## config.mk

```make
export PLATFORM = sky130hd
export DESIGN_NAME = rwi_reset_init
export DESIGN_NICKNAME = d
export VERILOG_FILES = /design/src/hw/rwi_pkg.sv /design/src/hw/rwi_event_class.sv /design/src/hw/rwi_reset_init.sv
export SDC_FILE = /design/constraint.sdc
export NUM_CORES = 1
export LEC_CHECK = 0
export BUFFER_PORTS_ARGS = -buffer_cell sky130_fd_sc_hd__buf_4
export CAP_MARGIN = 20
export CORE_MARGIN = 4
export CORE_UTILIZATION = 35
export CTS_CLUSTER_DIAMETER = 120
export CTS_CLUSTER_SIZE = 8
export DETAILED_ROUTE_END_ITERATION = 6
export PLACE_DENSITY = 0.51
export SLEW_MARGIN = 20
export SYNTH_ARGS = -nofsm -noshare
export SYNTH_HDL_FRONTEND = slang
export SYNTH_SLANG_ARGS = --single-unit
```

## constraint.sdc

```tcl
create_clock -name sys_clk -period 4.3 [get_ports sys_clk]
set_input_delay 0.43 -clock sys_clk [delete_from_list [all_inputs] [get_ports sys_clk]]
set_output_delay 0.43 -clock sys_clk [all_outputs]
set_load 0.03 [all_outputs]
```

## src/hw/rwi_pkg.sv

```systemverilog
// constants, types and helpers for the reset and wake-up initialiser
// Overview of operation
// RULE1 - interrupt wake with a global enable copies the program counter to top-of-stack
// RULE2 - that same wake advances the return stack pointer by one location
// RULE3 - that wake loads the program counter with vector 0008h or 0018h
// RULE4 - interrupt wake sets the source flag; other flag bits stay unchanged
// RULE5 - first port bits 6 and 7 exist only when oscillator mode frees them
// RULE6 - unimplemented bits always read zero after any reset or wake
// RULE7 - bits marked unchanged keep their contents through the event
// RULE8 - reset cause status bits take values chosen by the exact event
// RULE9 - events fall into three classes, each with its own register image
`default_nettype none
package rwi_pkg;
	localparam int PC_W = 21;
	// apb byte offsets
	localparam logic [11:0] OFF_CTRL = 12'h000;
	localparam logic [11:0] OFF_PC = 12'h004;
	localparam logic [11:0] OFF_TOS = 12'h008;
	localparam logic [11:0] OFF_STK = 12'h00C;
	localparam logic [11:0] OFF_INTC = 12'h010;
	localparam logic [11:0] OFF_PIR = 12'h014;
	localparam logic [11:0] OFF_PIN = 12'h018;
	localparam logic [11:0] OFF_LAT = 12'h01C;
	localparam logic [11:0] OFF_DIR = 12'h020;
	localparam logic [11:0] OFF_RCS = 12'h024;
	localparam logic [3:0] IDX_NONE = 4'hF;
	// fields
	localparam int INTC_GIE_HI = 7;
	localparam int INTC_GIE_LO = 6;
	localparam int STK_FULL = 7;
	localparam int STK_UNDER = 6;
	localparam int RCS_PRIO_EN = 7;
	localparam int RCS_MON_N = 5;
	localparam int RCS_SOFT_N = 4;
	localparam int RCS_TO_N = 3;
	localparam int RCS_PD_N = 2;
	localparam int RCS_POR_N = 1;
	localparam int RCS_BOR_N = 0;
	localparam logic [7:0] STK_IMPL = 8'hDF;
	localparam logic [7:0] RCS_IMPL = 8'hBF;
	localparam logic [7:0] PORT_ALL = 8'hFF;
	localparam logic [7:0] PORT_LOW6 = 8'h3F;
	localparam logic [4:0] PTR_MAX = 5'h1F;
	// reset images
	localparam logic [PC_W-1:0] PC_RST = 21'h000000;
	localparam logic [PC_W-1:0] PC_STEP = 21'h000002;
	localparam logic [PC_W-1:0] VEC_HIGH = 21'h000008;
	localparam logic [PC_W-1:0] VEC_LOW = 21'h000018;
	localparam logic [7:0] INTC_RST = 8'h00;
	localparam logic [7:0] PIR_RST = 8'h00;
	localparam logic [7:0] LAT_POR = 8'h00;
	localparam logic [7:0] DIR_RST = 8'hFF;
	localparam logic [7:0] RCS_POR = 8'h3C;
	localparam logic [7:0] RCS_BOR = 8'h3E;

	typedef enum logic [1:0] {
		CLS_POR = 2'b00,
		CLS_RST = 2'b01,
		CLS_WAKE = 2'b10
	} rwi_class_t;

	typedef enum logic [3:0] {
		C_POWER_ON = 4'h0,
		C_BROWN_OUT = 4'h1,
		C_PIN_RUN = 4'h2,
		C_PIN_SLEEP = 4'h3,
		C_WDT_RUN = 4'h4,
		C_SOFT_RESET = 4'h5,
		C_STACK_FULL = 4'h6,
		C_STACK_UNDER = 4'h7,
		C_MONITOR = 4'h8,
		C_WAKE_WDT = 4'h9,
		C_WAKE_INT = 4'hA
	} rwi_cause_t;

	function automatic rwi_class_t rwi_class_of(input rwi_cause_t c);
		case (c)
			C_POWER_ON, C_BROWN_OUT: return CLS_POR;
			C_WAKE_WDT, C_WAKE_INT: return CLS_WAKE;
			default: return CLS_RST;
		endcase
	endfunction
endpackage
`default_nettype wire

```

## src/hw/rwi_event_class.sv

```systemverilog
// registers an incoming event and sorts it into its class
`timescale 1ns/1ns
`default_nettype none
module rwi_event_class (
	// clock and reset
	input wire logic sys_clk,
	input wire logic srst,
	// raw event
	input wire logic evt_valid,
	input wire rwi_pkg::rwi_cause_t evt_cause,
	input wire logic [3:0] wake_src,
	input wire logic wake_high,
	// classified event
	output logic cls_valid,
	output rwi_pkg::rwi_class_t cls_class,
	output rwi_pkg::rwi_cause_t cls_cause,
	output logic [3:0] cls_src,
	output logic cls_high
);
	import rwi_pkg::*;

	logic next_valid;
	rwi_class_t next_class;
	rwi_cause_t next_cause;
	logic [3:0] next_src;
	logic next_high;

	always_comb
	begin
		next_valid = evt_valid;
		next_class = rwi_class_of(evt_cause); // RULE9
		next_cause = evt_cause;
		next_src = wake_src;
		next_high = wake_high;
	end

	always_ff @(posedge sys_clk)
	begin
		if (srst)
		begin
			cls_valid <= 1'b0;
			cls_class <= CLS_POR;
			cls_cause <= C_POWER_ON;
			cls_src <= 4'h0;
			cls_high <= 1'b0;
		end
		else
		begin
			cls_valid <= next_valid;
			cls_class <= next_class;
			cls_cause <= next_cause;
			cls_src <= next_src;
			cls_high <= next_high;
		end
	end
endmodule
`default_nettype wire

```

## src/hw/rwi_reset_init.sv

```systemverilog
// reset and wake-up register initialiser with apb register access
//
// The register addresses and the APB interface to the registers were left to the implementer.
`timescale 1ns/1ns
`default_nettype none
module rwi_reset_init (
	// clock and reset
	input wire logic sys_clk,
	input wire logic srst,
	// apb slave
	input wire logic [11:0] paddr,
	input wire logic psel,
	input wire logic penable,
	input wire logic pwrite,
	input wire logic [31:0] pwdata,
	output logic [31:0] prdata,
	output logic pready,
	output logic pslverr,
	// event from the reset and wake detectors
	input wire logic evt_valid,
	input wire rwi_pkg::rwi_cause_t evt_cause,
	input wire logic [3:0] wake_src,
	input wire logic wake_high,
	// first port pins
	input wire logic [7:0] port_pin,
	output logic [7:0] first_port_latch,
	output logic [7:0] first_port_direction,
	// core view
	output logic [rwi_pkg::PC_W-1:0] pc,
	output logic init_done
);
	import rwi_pkg::*;

	function automatic logic [3:0] reg_sel(input logic [11:0] a);
		case (a)
			OFF_CTRL: return 4'h0;
			OFF_PC: return 4'h1;
			OFF_TOS: return 4'h2;
			OFF_STK: return 4'h3;
			OFF_INTC: return 4'h4;
			OFF_PIR: return 4'h5;
			OFF_PIN: return 4'h6;
			OFF_LAT: return 4'h7;
			OFF_DIR: return 4'h8;
			OFF_RCS: return 4'h9;
			default: return IDX_NONE;
		endcase
	endfunction

	logic cls_valid;
	rwi_class_t cls_class;
	rwi_cause_t cls_cause;
	logic [3:0] cls_src;
	logic cls_high;

	rwi_event_class u_class (
		.sys_clk(sys_clk),
		.srst(srst),
		.evt_valid(evt_valid),
		.evt_cause(evt_cause),
		.wake_src(wake_src),
		.wake_high(wake_high),
		.cls_valid(cls_valid),
		.cls_class(cls_class),
		.cls_cause(cls_cause),
		.cls_src(cls_src),
		.cls_high(cls_high)
	);

	////////////////////////////////////////////////////////////////////////
	// pin synchroniser
	logic [7:0] pin_meta;
	logic [7:0] pin_sync;

	always_ff @(posedge sys_clk)
	begin
		if (srst)
		begin
			pin_meta <= 8'h00;
			pin_sync <= 8'h00;
		end
		else
		begin
			pin_meta <= port_pin;
			pin_sync <= pin_meta;
		end
	end

	////////////////////////////////////////////////////////////////////////
	// apb handshake
	logic [3:0] idx;
	logic acc;
	logic wr;
	logic [31:0] rd_val;
	logic next_pready;
	logic next_pslverr;
	logic [31:0] next_prdata;

	logic osc_frees;
	logic [PC_W-1:0] tos;
	logic [7:0] return_stack_pointer;
	logic [7:0] interrupt_control_regs;
	logic [7:0] peripheral_request_flags;
	logic [7:0] first_port_input;
	logic [7:0] reset_cause_status;

	always_comb
	begin
		idx = reg_sel(paddr);
		acc = psel & penable;
		// one wait state; effect only on the sampled edge
		wr = acc & pready & pwrite & (idx != IDX_NONE);
		case (idx)
			4'h0: rd_val = {31'h0, osc_frees};
			4'h1: rd_val = {11'h0, pc};
			4'h2: rd_val = {11'h0, tos};
			4'h3: rd_val = {24'h0, return_stack_pointer};
			4'h4: rd_val = {24'h0, interrupt_control_regs};
			4'h5: rd_val = {24'h0, peripheral_request_flags};
			4'h6: rd_val = {24'h0, first_port_input};
			4'h7: rd_val = {24'h0, first_port_latch};
			4'h8: rd_val = {24'h0, first_port_direction};
			4'h9: rd_val = {24'h0, reset_cause_status};
			default: rd_val = 32'h0;
		endcase
		next_pready = acc & ~pready;
		next_pslverr = acc & ~pready & (idx == IDX_NONE);
		next_prdata = (acc & ~pready & ~pwrite) ? rd_val : 32'h0;
	end

	always_ff @(posedge sys_clk)
	begin
		if (srst)
		begin
			pready <= 1'b0;
			pslverr <= 1'b0;
			prdata <= 32'h0;
		end
		else
		begin
			pready <= next_pready;
			pslverr <= next_pslverr;
			prdata <= next_prdata;
		end
	end

	////////////////////////////////////////////////////////////////////////
	// special-function register images
	logic next_osc;
	logic [7:0] port_mask;
	logic [PC_W-1:0] next_pc;
	logic [PC_W-1:0] next_tos;
	logic [7:0] next_stk;
	logic [7:0] next_intc;
	logic [7:0] next_pir;
	logic [7:0] next_pin;
	logic [7:0] next_lat;
	logic [7:0] next_dir;
	logic [7:0] next_rcs;
	logic next_done;
	logic gie_any;
	logic [11:0] src_onehot;

	always_comb
	begin
		next_osc = osc_frees;
		if (wr && idx == 4'h0)
			next_osc = pwdata[0];
		port_mask = next_osc ? PORT_ALL : PORT_LOW6;
		gie_any = interrupt_control_regs[INTC_GIE_HI]
			| interrupt_control_regs[INTC_GIE_LO];
		// pir bits 0-7, then interrupt control bits 0-3
		src_onehot = cls_src[3] ? (12'h100 << cls_src[1:0])
			: (12'h001 << cls_src[2:0]);
		next_pc = pc;
		next_tos = tos;
		next_stk = return_stack_pointer;
		next_intc = interrupt_control_regs;
		next_pir = peripheral_request_flags;
		next_lat = first_port_latch;
		next_dir = first_port_direction;
		next_rcs = reset_cause_status;
		next_pin = pin_sync;
		next_done = cls_valid;
		if (wr && !cls_valid)
		begin
			case (idx)
				4'h1: next_pc = pwdata[PC_W-1:0];
				4'h3: next_stk = pwdata[7:0];
				4'h4: next_intc = pwdata[7:0];
				4'h5: next_pir = pwdata[7:0];
				4'h7: next_lat = pwdata[7:0];
				4'h8: next_dir = pwdata[7:0];
				4'h9: next_rcs = pwdata[7:0];
				default: next_pc = pc;
			endcase
		end
		// a hardware event wins over a register write in the same cycle, except a write to the control register (osc_frees)
		if (cls_valid)
		begin
			case (cls_class) // RULE9
				CLS_POR:
				begin
					next_pc = PC_RST;
					next_tos = PC_RST;
					next_stk = {return_stack_pointer[7:6], 6'h00}; // RULE7
					next_intc = INTC_RST;
					next_pir = PIR_RST;
					next_lat = LAT_POR;
					next_dir = DIR_RST;
					next_rcs = (cls_cause == C_BROWN_OUT) ? RCS_BOR
						: RCS_POR; // RULE8
				end
				CLS_RST:
				begin
					next_pc = PC_RST;
					next_tos = PC_RST;
					next_stk = 8'h00;
					next_stk[STK_FULL] = (cls_cause == C_STACK_FULL); // RULE8
					next_stk[STK_UNDER] = (cls_cause == C_STACK_UNDER);
					next_intc = {7'h00, interrupt_control_regs[0]}; // RULE7
					next_pir = PIR_RST;
					next_dir = DIR_RST;
					next_rcs[RCS_PRIO_EN] = 1'b0;
					case (cls_cause) // RULE8
						C_PIN_SLEEP:
						begin
							next_rcs[RCS_TO_N] = 1'b1;
							next_rcs[RCS_PD_N] = 1'b0;
						end
						C_WDT_RUN: next_rcs[RCS_TO_N] = 1'b0;
						C_SOFT_RESET: next_rcs[RCS_SOFT_N] = 1'b0;
						C_MONITOR: next_rcs[RCS_MON_N] = 1'b0;
						default: next_rcs[RCS_TO_N] = reset_cause_status[RCS_TO_N];
					endcase
				end
				CLS_WAKE:
				begin
					next_rcs[RCS_PD_N] = 1'b0; // RULE8
					next_pc = pc + PC_STEP; // RULE7
					if (cls_cause == C_WAKE_WDT)
						next_rcs[RCS_TO_N] = 1'b0;
					else
					begin
						// only the waking source flag moves
						next_pir = peripheral_request_flags | src_onehot[7:0]; // RULE4
						next_intc = interrupt_control_regs
							| {4'h0, src_onehot[11:8]}; // RULE4
						if (gie_any)
						begin
							next_tos = pc; // RULE1
							if (return_stack_pointer[4:0] == PTR_MAX)
								next_stk[STK_FULL] = 1'b1;
							else
								next_stk[4:0] = return_stack_pointer[4:0] + 5'h01; // RULE2
							next_pc = cls_high ? VEC_HIGH : VEC_LOW; // RULE3
						end
					end
				end
				default: next_done = 1'b0;
			endcase
		end
		next_lat = next_lat & port_mask; // RULE5
		next_dir = next_dir & port_mask; // RULE5
		next_pin = next_pin & port_mask; // RULE5
		next_stk = next_stk & STK_IMPL; // RULE6
		next_rcs = next_rcs & RCS_IMPL; // RULE6
	end

	always_ff @(posedge sys_clk)
	begin
		if (srst)
		begin
			osc_frees <= 1'b0;
			pc <= PC_RST;
			tos <= PC_RST;
			return_stack_pointer <= 8'h00;
			interrupt_control_regs <= INTC_RST;
			peripheral_request_flags <= PIR_RST;
			first_port_input <= 8'h00;
			first_port_latch <= LAT_POR;
			first_port_direction <= DIR_RST & PORT_LOW6;
			reset_cause_status <= RCS_POR;
			init_done <= 1'b0;
		end
		else
		begin
			osc_frees <= next_osc;
			pc <= next_pc;
			tos <= next_tos;
			return_stack_pointer <= next_stk;
			interrupt_control_regs <= next_intc;
			peripheral_request_flags <= next_pir;
			first_port_input <= next_pin;
			first_port_latch <= next_lat;
			first_port_direction <= next_dir;
			reset_cause_status <= next_rcs;
			init_done <= next_done;
		end
	end
endmodule
`default_nettype wire
```

==> qor.txt <==
Period Utilization, post-route: 0.6447
Fill cells: 1,955
Worst-Skew Late Latency: 0.43 ns
Sw Share: 0.2823
Fraction of synthesized cell area in xor and xnor cells: 0.01233
Bufs on Longest Clock Path: 2
Avg Synthesized Cell Area: 8.792 um2
Crit path largest cell delay: 0.82 ns
Initial DRC count: 590
DP Area: 0.008150 mm2
Static Leak: 3.188 nW
Worst R2R Setup Slack: 1.53 ns
Worst R2R End: peripheral_request_flags[5]
WHS: 0.1826 ns
Worst R2R Path Depth: 5
Slowest-stage cell, CP: nor4_2
Syn Inst Count: 808
CP Capture Type: flip-flop
Via-per-instance ratio: 5.729
Register area: 0.002983 mm2
FMAX: 0.3607 GHz
Sequential cell fraction of total power: 0.450
Clk sink count: 149
Multi-input logic area: 0.003851 mm2
Async SR Flop Fraction: 0
Total GRT Usage: 0.2291
Post-synth EDFFs: 0
Maximum number of pins on one net before global-route repair: 78
First-pass GRT wire length: 38,860 um
Commonest cells after routing, fill and taps aside: dfxtp_1, buf_4, nand2_1
CP startpoint kind: flip-flop
Logic pwr share: 0.076
Synth-to-layout area growth: 23.27%
Clock power frac: 0.475
Seq/Total Area, Yosys: 0.4199
# setup viols final: 0
Die height: 150.5 um
Area leader, netlist: dfxtp_1
Final hold vios: 0
Worst vdd ir: 0.0002617 V
#FFs+latches synth: 149
Post-CTS Hold Fix Bufs: 0
Synth area leaders: dfxtp_1, mux2i_1, nand2_1
Post-synthesis cell type count: 75
Yosys warns: 0
WP data arrival: 3.13 ns
# diodes: 0
Post-synthesis mux area share: 0.05724
Run status: completed
1st-pass router iterations: 5
Compound-gate portion of the synthesized area: 0.1941
CP Launch Point: u_class.cls_valid
Commonest non-fill, non-tap cell in the layout: dfxtp_1
Synthesized cell area: 0.007104 mm2
Adder-cell area share of the yosys netlist: 0.01233
Worst Hold Class: input port to flip-flop
Crit-path cells: nor2b_1, nor2_1, a21oi_1, nor4_2, a221o_1
Clk slew on worst S/H paths: 0.06 ns
Crit-path max FO: 14
Worst r2r src: u_class.cls_valid
CTS tree: done
Synth top area share: 0.4199
Die area: 0.02264 mm2
Switching power total: 0.8919 mW
Worst EP required: 4.66 ns
Drt total wl: 26,040 um
Pwr dens: 360.8 mW/mm2
Core Box Area: 0.01972 mm2
Hpwl dp: 18,990 um
Starting density of the core: 0.3603
Clk_skew: 0.01479 ns
Max Cap Violations: 0
Vias in the first global route: 6,388
Share of cells above drive strength 1: 0.2063
Slew Limit Fails: 0
Post-CTS sizing: 0
Post-Route Setup TNS: 0 ns
Root buffer cell: clkbuf_16
Drt drc: 0
WL per Instance: 22.05 um
Design Area, Final: 0.008757 mm2
Via count: 6,766
Main synth FF type: dfxtp_1
Largest family of logic cells by synthesized area: simple AND/OR/NAND/NOR gates
Internal: 2.268 mW
Worst slew pin tran: 0.9453 ns
Final design utilization: 0.4441
Detail Route Antenna Nets: 0
H-tree levels: 4
Setup Fix Bufs, Post-CTS: 0
Simple-Gate Fraction of Synth Area: 0.2580
Cts bufs inserted: 17
Initial antenna violation count: 0
Crit path to: peripheral_request_flags[5]
Boundary Pins: 139
Layout net count: 977
Worst slew margin: 0.3650
Crit Path Class: flip-flop to flip-flop
PortBufs: 116
Crit path time final: 2.772 ns
RSZ-0062 raised after global routing: false
GP Congestion: 0.8951
Die width: 150.5 um
Rows: 51
GRT overflow: 0
-- worst min path at each step --
stage | startpoint | end | slack, ns | cells past startpoint
2_1_floorplan | pin_sync[6] | first_port_input[6] | 0.39 | 2
3_3_place_gp | pin_sync[7] | first_port_input[7] | 0.41 | 2
3_5_place_dp | pin_sync[6] | first_port_input[6] | 0.40 | 2
4_1_cts | evt_cause[2] | u_class.cls_class[1] | 0.17 | 2
5_1_grt | evt_cause[2] | u_class.cls_class[1] | 0.18 | 2
6_report | evt_cause[2] | u_class.cls_class[1] | 0.18 | 2
-- power groups by stage --
stage                     Sequential, mW  Combinational [mW]  Clock [mW]
after floorplan                     1.45               0.137           0
after global placement              1.45               0.236           0
after detailed placement            1.45               0.237           0
after CTS                           1.42               0.238        1.52
after global routing                1.42               0.257        1.59
final                               1.42               0.239        1.50
-- cells in the mapped netlist (3+ instances only) --
cell type	n
a2111oi_0	3
a211oi_1	5
a21o_1	3
a21oi_1	38
a221o_1	16
a221oi_1	3
a222oi_1	3
a22o_1	5
a22oi_1	23
a2bb2oi_1	3
a311oi_1	3
a31oi_1	19
a32oi_1	5
and2_1	3
and3_1	7
buf_1	3
buf_2	4
buf_4	11
clkbuf_1	41
dfxtp_1	149
ha_1	7
inv_1	12
mux2_2	5
mux2i_1	35
nand2_1	72
nand2b_1	16
nand3_1	26
nand3b_1	3
nand4_1	28
nor2_1	71
nor2b_1	40
nor3_1	20
nor3b_1	8
nor4_1	7
o211ai_1	4
o21ai_0	30
o22ai_1	9
o32ai_1	5
or2_2	5
or3_1	4
or4_4	3
xnor2_1	5
xor2_1	5
-- cell type report --
type	instances	area share
Sequential cell	149	0.3406
Multi-Input combinational cell	597	0.4398
Tap cell	265	0.03786
Clock buffer	17	0.04858
Inverter	12	0.005144
Timing Repair Buffer	126	0.1080
Clock inverter	15	0.02000
-- stage by stage --
step	power (mW)	cells	setup slack [ns]
2_1_floorplan	1.584	818	1.942
3_3_place_gp	1.687	1149	1.370
3_5_place_dp	1.688	1149	1.351
4_1_cts	3.181	1181	1.538
5_1_grt	3.267	1181	1.392
6_report	3.160	1181	1.528
-- kinds of logic (layout without fill, tap and decap cells) --
| family | Yosys count | count (layout) |
|---|---|---|
| AO/OA/AOI/OAI | 194 | 194 |
| XOR/XNOR | 10 | 10 |
| flip-flops | 149 | 149 |
| other | 1 | 11 |
| adder cells (fa/ha/maj) | 7 | 7 |
| multiplexers | 40 | 40 |
| AND/OR/NAND/NOR | 335 | 335 |
| buffers and inverters | 72 | 170 |
-- critical path: cells and delay by family, from the launching register on --
kind | cells | cell delay (ns)
simple gates | 3 | 1.62
flops | 1 | 0.51
compound gates | 2 | 0.58
-- sequential cells by signal, indices dropped and copies added, names as in the netlist --
signal	flops
u_class.cls_valid	1
prdata	21
init_done	1
u_class.cls_cause	4
first_port_input	8
return_stack_pointer	7
u_class.cls_class	2
tos	21
first_port_direction	8
u_class.cls_high	1
pin_meta	8
pready	1
interrupt_control_regs	8
reset_cause_status	7
u_class.cls_src	4
osc_frees	1
peripheral_request_flags	8
pin_sync	8
first_port_latch	8
pc	21
pslverr	1
-- per-layer routing --
metal | share of wire | vias to the layer above | global-route usage | routed length (um)
li1 | - | 3169 | - | -
met1 | 0.45 | 3293 | 0.3212 | 11800
met2 | 0.46 | 277 | 0.3573 | 12050
met3 | 0.066 | 27 | 0.05027 | 1716
met4 | 0.018 | 0 | 0.05993 | 468
met5 | 0 | - | 0 | 0
No activity file was read; power rests on OpenSTA's default activity.
